File: src/rtl/csd_params.svh
`ifndef CSD_PARAMS_SVH
`define CSD_PARAMS_SVH

// Opcode and field layout of the instruction word.
`define CSD_OPC_HI        15
`define CSD_OPC_LO        9
`define CSD_ACCESS_BIT    8
`define CSD_FILE_HI       7
`define CSD_FILE_LO       0
`define CSD_OPC_GREATER   7'h32
`define CSD_OPC_LESS      7'h30

// Data address formation.
`define CSD_ADDR_W        12
`define CSD_BANK_W        4
`define CSD_INDEXED_MAX   8'h5F
`define CSD_ACCESS_LOW    4'h0
`define CSD_ACCESS_HIGH   4'hF

// Borrow position of the nine-bit compare difference.
`define CSD_BORROW_BIT    8

// Phase numbering within one instruction cycle.
`define CSD_Q1            2'h0
`define CSD_Q2            2'h1
`define CSD_Q3            2'h2
`define CSD_Q4            2'h3

`endif

File: src/rtl/csd_pkg.sv
package csd_pkg;

    typedef enum logic [1:0] {
        CSD_IDLE  = 2'b00,
        CSD_EXEC  = 2'b01,
        CSD_SKIP1 = 2'b10,
        CSD_SKIP2 = 2'b11
    } csd_state_t;

    typedef struct packed {
        csd_state_t  state;
        logic [1:0]  phase;
        logic        greater;
        logic [11:0] addr;
        logic        take_skip;
        logic        two_word;
        logic        ready;
        logic        decode;
        logic        data_rd;
        logic        process;
        logic        nop;
        logic        discard;
        logic        pc_advance;
        logic        skip;
        logic        done;
    } csd_regs_t;

endpackage

File: src/rtl/csd_decode.sv
`include "csd_params.svh"

// Behaviour
// - Greater variant is upper byte 0110 010a, less variant 0110 000a.
// - Greater: byte above working register discards next instruction, runs a no-operation.
// - Less: byte below working register discards next instruction; otherwise continue normally.
// - Unsigned subtraction byte minus working register; decides skip only, no flags.
// - Selector 0 uses access bank; selector 1 uses bank select register bank.
// - Selector 0 with extended set and address up to 95 uses indexed offset.
// - One cycle without skip, two when skipping, three over a two-word instruction.
// - Q1 decode, Q2 read, Q3 compare, Q4 no write; skip cycles all no-operation.
module csd_decode (
    // Clock and reset, one edge per phase.
    input  wire logic        clock_i,
    input  wire logic        rst_i,
    // Instruction from fetch.
    input  wire logic [15:0] instr_i,
    input  wire logic        instr_valid_i,
    input  wire logic        next_two_word_i,
    // Core state used by the operand path.
    input  wire logic [7:0]  working_register_i,
    input  wire logic [3:0]  bank_select_register_i,
    input  wire logic        extended_enable_i,
    input  wire logic [11:0] index_base_i,
    // Data memory read port.
    input  wire logic [7:0]  data_i,
    output logic [11:0]      data_addr_o,
    output logic             data_rd_o,
    // Sequencing outputs.
    output logic             ready_o,
    output logic             decode_o,
    output logic             process_o,
    output logic             nop_o,
    output logic             discard_o,
    output logic             pc_advance_o,
    output logic             skip_o,
    output logic             done_o
);

    csd_pkg::csd_regs_t r;
    csd_pkg::csd_regs_t next_r;

    function automatic logic [1:0] match_opcode(input logic [15:0] ins);
        logic [6:0] opc;
        opc = ins[`CSD_OPC_HI:`CSD_OPC_LO];
        match_opcode = {opc == `CSD_OPC_GREATER, opc == `CSD_OPC_LESS};
    endfunction

    function automatic logic [11:0] operand_addr(input logic [15:0] ins, input logic [3:0] bank,
                                                 input logic ext, input logic [11:0] base);
        logic [7:0] f;
        f = ins[`CSD_FILE_HI:`CSD_FILE_LO];
        if (ins[`CSD_ACCESS_BIT]) begin
            operand_addr = {bank, f};
        end else if (ext && f <= `CSD_INDEXED_MAX) begin
            operand_addr = base + {4'h0, f};
        end else if (f <= `CSD_INDEXED_MAX) begin
            operand_addr = {`CSD_ACCESS_LOW, f};
        end else begin
            operand_addr = {`CSD_ACCESS_HIGH, f};
        end
    endfunction

    always_comb begin
        logic [1:0] hit;
        logic [8:0] diff;
        logic       gt;
        logic       lt;
        hit                = match_opcode(instr_i);
        diff               = {1'b0, data_i} - {1'b0, working_register_i};
        gt                 = !diff[`CSD_BORROW_BIT] && diff[`CSD_BORROW_BIT-1:0] != 8'h00;
        lt                 = diff[`CSD_BORROW_BIT];
        next_r             = r;
        next_r.decode      = 1'b0;
        next_r.data_rd     = 1'b0;
        next_r.process     = 1'b0;
        next_r.discard     = 1'b0;
        next_r.pc_advance  = 1'b0;
        next_r.done        = 1'b0;
        next_r.phase       = r.phase + 2'h1;
        unique case (r.state)
            csd_pkg::CSD_IDLE: begin
                next_r.phase = `CSD_Q1;
                next_r.nop   = 1'b0;
                next_r.skip  = 1'b0;
                if (instr_valid_i && hit != 2'b00) begin
                    next_r.state   = csd_pkg::CSD_EXEC;
                    next_r.greater = hit[1];
                    next_r.addr    = operand_addr(instr_i, bank_select_register_i,
                                                  extended_enable_i, index_base_i);
                    next_r.ready   = 1'b0;
                    next_r.decode  = 1'b1;
                end
            end
            csd_pkg::CSD_EXEC: begin
                unique case (r.phase)
                    `CSD_Q1: begin
                        next_r.data_rd = 1'b1;
                    end
                    `CSD_Q2: begin
                        next_r.process   = 1'b1;
                        next_r.take_skip = r.greater ? gt : lt;
                    end
                    `CSD_Q3: begin
                        next_r.two_word = next_two_word_i;
                    end
                    `CSD_Q4: begin
                        if (r.take_skip) begin
                            next_r.state      = csd_pkg::CSD_SKIP1;
                            next_r.nop        = 1'b1;
                            next_r.skip       = 1'b1;
                            next_r.discard    = 1'b1;
                            next_r.pc_advance = 1'b1;
                        end else begin
                            next_r.state = csd_pkg::CSD_IDLE;
                            next_r.ready = 1'b1;
                            next_r.done  = 1'b1;
                        end
                    end
                endcase
            end
            csd_pkg::CSD_SKIP1: begin
                if (r.phase == `CSD_Q4) begin
                    if (r.two_word) begin
                        next_r.state      = csd_pkg::CSD_SKIP2;
                        next_r.pc_advance = 1'b1;
                    end else begin
                        next_r.state = csd_pkg::CSD_IDLE;
                        next_r.nop   = 1'b0;
                        next_r.skip  = 1'b0;
                        next_r.ready = 1'b1;
                        next_r.done  = 1'b1;
                    end
                end
            end
            csd_pkg::CSD_SKIP2: begin
                if (r.phase == `CSD_Q4) begin
                    next_r.state = csd_pkg::CSD_IDLE;
                    next_r.nop   = 1'b0;
                    next_r.skip  = 1'b0;
                    next_r.ready = 1'b1;
                    next_r.done  = 1'b1;
                end
            end
        endcase
    end

    always_ff @(posedge clock_i or posedge rst_i) begin
        if (rst_i) begin
            r       <= '0;
            r.ready <= 1'b1;
        end else begin
            r <= next_r;
        end
    end

    assign data_addr_o  = r.addr;
    assign data_rd_o    = r.data_rd;
    assign ready_o      = r.ready;
    assign decode_o     = r.decode;
    assign process_o    = r.process;
    assign nop_o        = r.nop;
    assign discard_o    = r.discard;
    assign pc_advance_o = r.pc_advance;
    assign skip_o       = r.skip;
    assign done_o       = r.done;

endmodule // csd_decode

File: config.mk
export PLATFORM = sky130hd
export DESIGN_NAME = csd_decode
export DESIGN_NICKNAME = d
export VERILOG_FILES = /design/src/rtl/csd_pkg.sv /design/src/rtl/csd_decode.sv
export VERILOG_INCLUDE_DIRS = /design/src /design/src/rtl
export SDC_FILE = /design/constraint.sdc
export NUM_CORES = 1
export LEC_CHECK = 0
export BUFFER_PORTS_ARGS = -buffer_cell sky130_fd_sc_hd__buf_4
export CORE_UTILIZATION = 55
export DETAILED_ROUTE_END_ITERATION = 6
export GPL_ROUTABILITY_DRIVEN = 0
export PLACE_DENSITY = 0.93
export SLEW_MARGIN = 5
export SYNTH_ARGS = -nofsm -noshare
export SYNTH_HDL_FRONTEND = slang
export SYNTH_SLANG_ARGS = --single-unit
File: constraint.sdc
create_clock -name clock_i -period 2.4 [get_ports clock_i]
set_clock_uncertainty 0.1 [all_clocks]
set_input_delay 0.12 -clock clock_i [delete_from_list [all_inputs] [get_ports clock_i]]
set_output_delay 0.12 -clock clock_i [all_outputs]
set_load 0.1 [all_outputs]
==> flow_metrics.env <==
export IMPL_status="finished, final reports clean"
export IMPL_post_route_period_util_pct=79.2
export IMPL_postCtsSetupRepairBufs=0
export IMPL_regArea_um2=702
export IMPL_dp_hpwl_um=3870
export IMPL_die_w_um=65.7
export IMPL_synth_flop_cell="dfrtp_1"
export IMPL_r2r_setup_slack_ns=0.50
export IMPL_syn_avg_cell_area_um2=8.92
export IMPL_rows=22
export IMPL_start_util_pct=59.1
export IMPL_clk_path_buf_depth=2
export IMPL_cts_inserted_buffers=3
export IMPL_grt_pass1_vias=1896
export IMPL_ir_drop_uv=433
export IMPL_clk_pin_slew_ns=0.09
export IMPL_portBuffers=73
export IMPL_cp_slowest_cell="dfrtp_1"
export IMPL_hold_buffers=2
export IMPL_ys_ff_latch=28
export IMPL_avgRoutedWirePerCell_um=13.1
export IMPL_async_reset_ff_share_pct=100
export IMPL_drc=0
export IMPL_hp_start="index_base_i[9]"
export IMPL_synth_nets=329
export IMPL_crit_fanout=9
export IMPL_antenna_found_initial=0
export IMPL_max_slew_margin_pct=70.0
export IMPL_die_y_um=65.7
export IMPL_setup_violations=0
export IMPL_rsz0062_at_grt="no"
export IMPL_synth_cell_types=50
export IMPL_multiInputGateArea_um2=1330
export IMPL_seqPwrFrac_pct=29.7
export IMPL_clock_fmax_mhz=526
export IMPL_arrival_ns=2.00
export IMPL_numClockSinks=28
export IMPL_ys_seq_area_share_pct=31.5
export IMPL_wl_met2_um=2390
export IMPL_root_buffer="clkbuf_8"
export IMPL_clockPowerShare_pct=12.5
export IMPL_top_layer_used="met4"
export IMPL_wl_met1_um=2020
export IMPL_htreeDepth=1
export IMPL_cts_tree="built"
export IMPL_cp_required_ns=2.50
export IMPL_wirelength_um=4760
export IMPL_maxCapViolations=0
export IMPL_wl_met3_um=273
export IMPL_grt_pass1_wl_um=7850
export IMPL_syn_cell_area_um2=2230
export IMPL_drt_pass1_iterations=4
export IMPL_critPathTopFamily="simple AND/OR/NAND/NOR gates"
export IMPL_antennaDiodeCount=0
export IMPL_n_fill_cell=281
export IMPL_synth_edf_count=0
export IMPL_power_frac_comb_pct=57.8
export IMPL_grt_use_total_pct=23.3
export IMPL_cpMostUsedCell="inv_1"
export IMPL_crit_path_start="r[26]"
export IMPL_synth_area_leader_cell="dfrtp_1"
export IMPL_timing_rr_start="r[26]"
export IMPL_drive_gt1_share_pct=29.2
export IMPL_crit_chain="inv_1 -> ha_1 -> nand2_1 -> inv_1 -> nand3_1 -> o21ai_0"
export IMPL_grt_overflow_total=0
export IMPL_endpoint_kind="flip-flop"
export IMPL_nNetsFinal=395
export IMPL_synth_top_area_share_pct=30.3
export IMPL_clk_latency_ns=0.27
export IMPL_setup_tns_ns=0
export IMPL_critical_path_class="flip-flop to flip-flop"
export IMPL_fin_ws_ns=0.498
export IMPL_synth_area_leaders="dfrtp_1, ha_1, o21ai_0"
export IMPL_ctsResizeCount=0
export IMPL_yosys_warnings=0
export IMPL_dieArea_um2=4310
export IMPL_ant_nets=0
export IMPL_slowest_delay_ns=0.41
export IMPL_ios=74
export IMPL_worstMarginPinSlew_ns=0.449
export IMPL_p_int_uw=1140
export IMPL_switchingPower_uw=1140
export IMPL_powerDensity_nw_per_um2=810
export IMPL_min_path_type="input port to flip-flop"
export IMPL_routed_via_density=5.36
export IMPL_areaGrowthSynthToFinish_pct=26.2
export IMPL_switching_share_pct=49.8
export IMPL_num_vias=1947
export IMPL_synth_cells=250
export IMPL_drt_initial_drc_count=85
export IMPL_start_kind="flip-flop"
export IMPL_grt_start_max_net_pins=29
export IMPL_slew_viol_final=0
export IMPL_fin_crit_ns=1.90
export IMPL_leakage_uw=0.00146
export IMPL_hold_viol_final=0
export IMPL_critPathBufInv=2
export IMPL_core_um2=3770
export IMPL_place_ws_ns=0.246
power groups by stage:
| stage | sequential (uW) | clock, uW | combinational (uW) |
|---|---|---|---|
| after global placement | 679 | 0 | 1260 |
| final | 676 | 286 | 1320 |
| after detailed placement | 685 | 0 | 1290 |
| after global routing | 692 | 311 | 1400 |
| after CTS | 676 | 293 | 1310 |
| after floorplan | 902 | 0 | 815 |
worst paths after layout:
check / end / cells past startpoint
worst max-delay path: data_addr_o[5] / 6
worst min-delay path: data_addr_o[9] / 3
worst max register to register: data_addr_o[5] / 6
worst min register to register: data_addr_o[7] / 2
max in group asynchronous: ready_o / 4
min in group asynchronous: data_addr_o[0] / 4
area by class of cell:
cell class / count / area share (%)
repair buffers: 77 / 20.7
well taps: 48 / 2.13
inverters: 23 / 3.07
clock buffers: 4 / 1.96
flip-flops and latches: 28 / 24.9
multi-input cells: 183 / 47.2
cell usage in the layout (no fill, tap or decap), types with 3 or more instances in the layout:
| master | synthesis | routed |
|---|---|---|
| nand3_1 | 4 | 4 |
| o21ai_0 | 19 | 19 |
| nor3_1 | 9 | 9 |
| nand2_1 | 23 | 23 |
| xnor2_1 | 7 | 7 |
| a211oi_2 | 4 | 4 |
| dfrtp_1 | 27 | 27 |
| o21ai_1 | 3 | 3 |
| mux2i_1 | 3 | 3 |
| clkbuf_8 | 0 | 4 |
| xor2_1 | 8 | 8 |
| a21oi_1 | 14 | 14 |
| a22oi_1 | 3 | 3 |
| inv_1 | 23 | 23 |
| a21o_1 | 4 | 4 |
| nor2_1 | 12 | 12 |
| nor2b_1 | 9 | 9 |
| and3_1 | 4 | 4 |
| buf_4 | 12 | 75 |
| ha_1 | 24 | 24 |
worst register-to-register path, delay by kind of cell, from the launching register on:
family / cells / cell delay [ns]
adder cells (fa/ha/maj): 1 / 0.35
AND/OR/NAND/NOR: 2 / 0.43
buffers and inverters: 2 / 0.33
AO/OA/AOI/OAI: 1 / 0.21
flip-flops: 1 / 0.41
synthesized netlist by cell type (7+ instances only):
cell type	count
nor3_1	9
o21ai_0	19
nor2b_1	9
nor2_1	12
buf_4	12
ha_1	24
xnor2_1	7
xor2_1	8
inv_1	23
nand2_1	23
dfrtp_1	27
a21oi_1	14
flip-flops by register name (all words and copies together), names as in the netlist:
signal,flops
data_addr_o,12
decode_o,1
nop_o,1
data_rd_o,1
skip_o,1
discard_o,1
r,7
done_o,1
ready_o,1
process_o,1
pc_advance_o,1
per-stage QoR:
step                      util [%]  hold slack, ns  cells  power, uW  cell area, um^2
after floorplan                  -          0.0847    250       1720             2230
after global placement        72.6           0.101    357       1940             2740
after detailed placement      72.6           0.107    357       1980             2740
after CTS                     74.6          0.0331    363       2280             2810
after global routing          74.6          0.0417    363       2400             2810
final                         74.6          0.0402    363       2280             2810
layer usage:
| metal | GRT usage, % | vias to the layer above |
|---|---|---|
| li1 | - | 986 |
| met1 | 26.8 | 892 |
| met2 | 43.0 | 58 |
| met3 | 3.65 | 11 |
| met4 | 8.15 | 0 |
| met5 | 0 | - |
kinds of logic (layout without fill, tap and decap cells):
family | count (synthesis) | after routing | synth area share, %
mux | 5 | 5 | 2.53
buf+inv | 39 | 104 | 8.98
compound gates | 63 | 63 | 18.8
simple gates | 74 | 74 | 17.1
xor+xnor | 15 | 15 | 5.89
flops | 28 | 28 | 31.5
fa+ha+maj | 26 | 26 | 15.3
(Power assumes the default switching activity.)
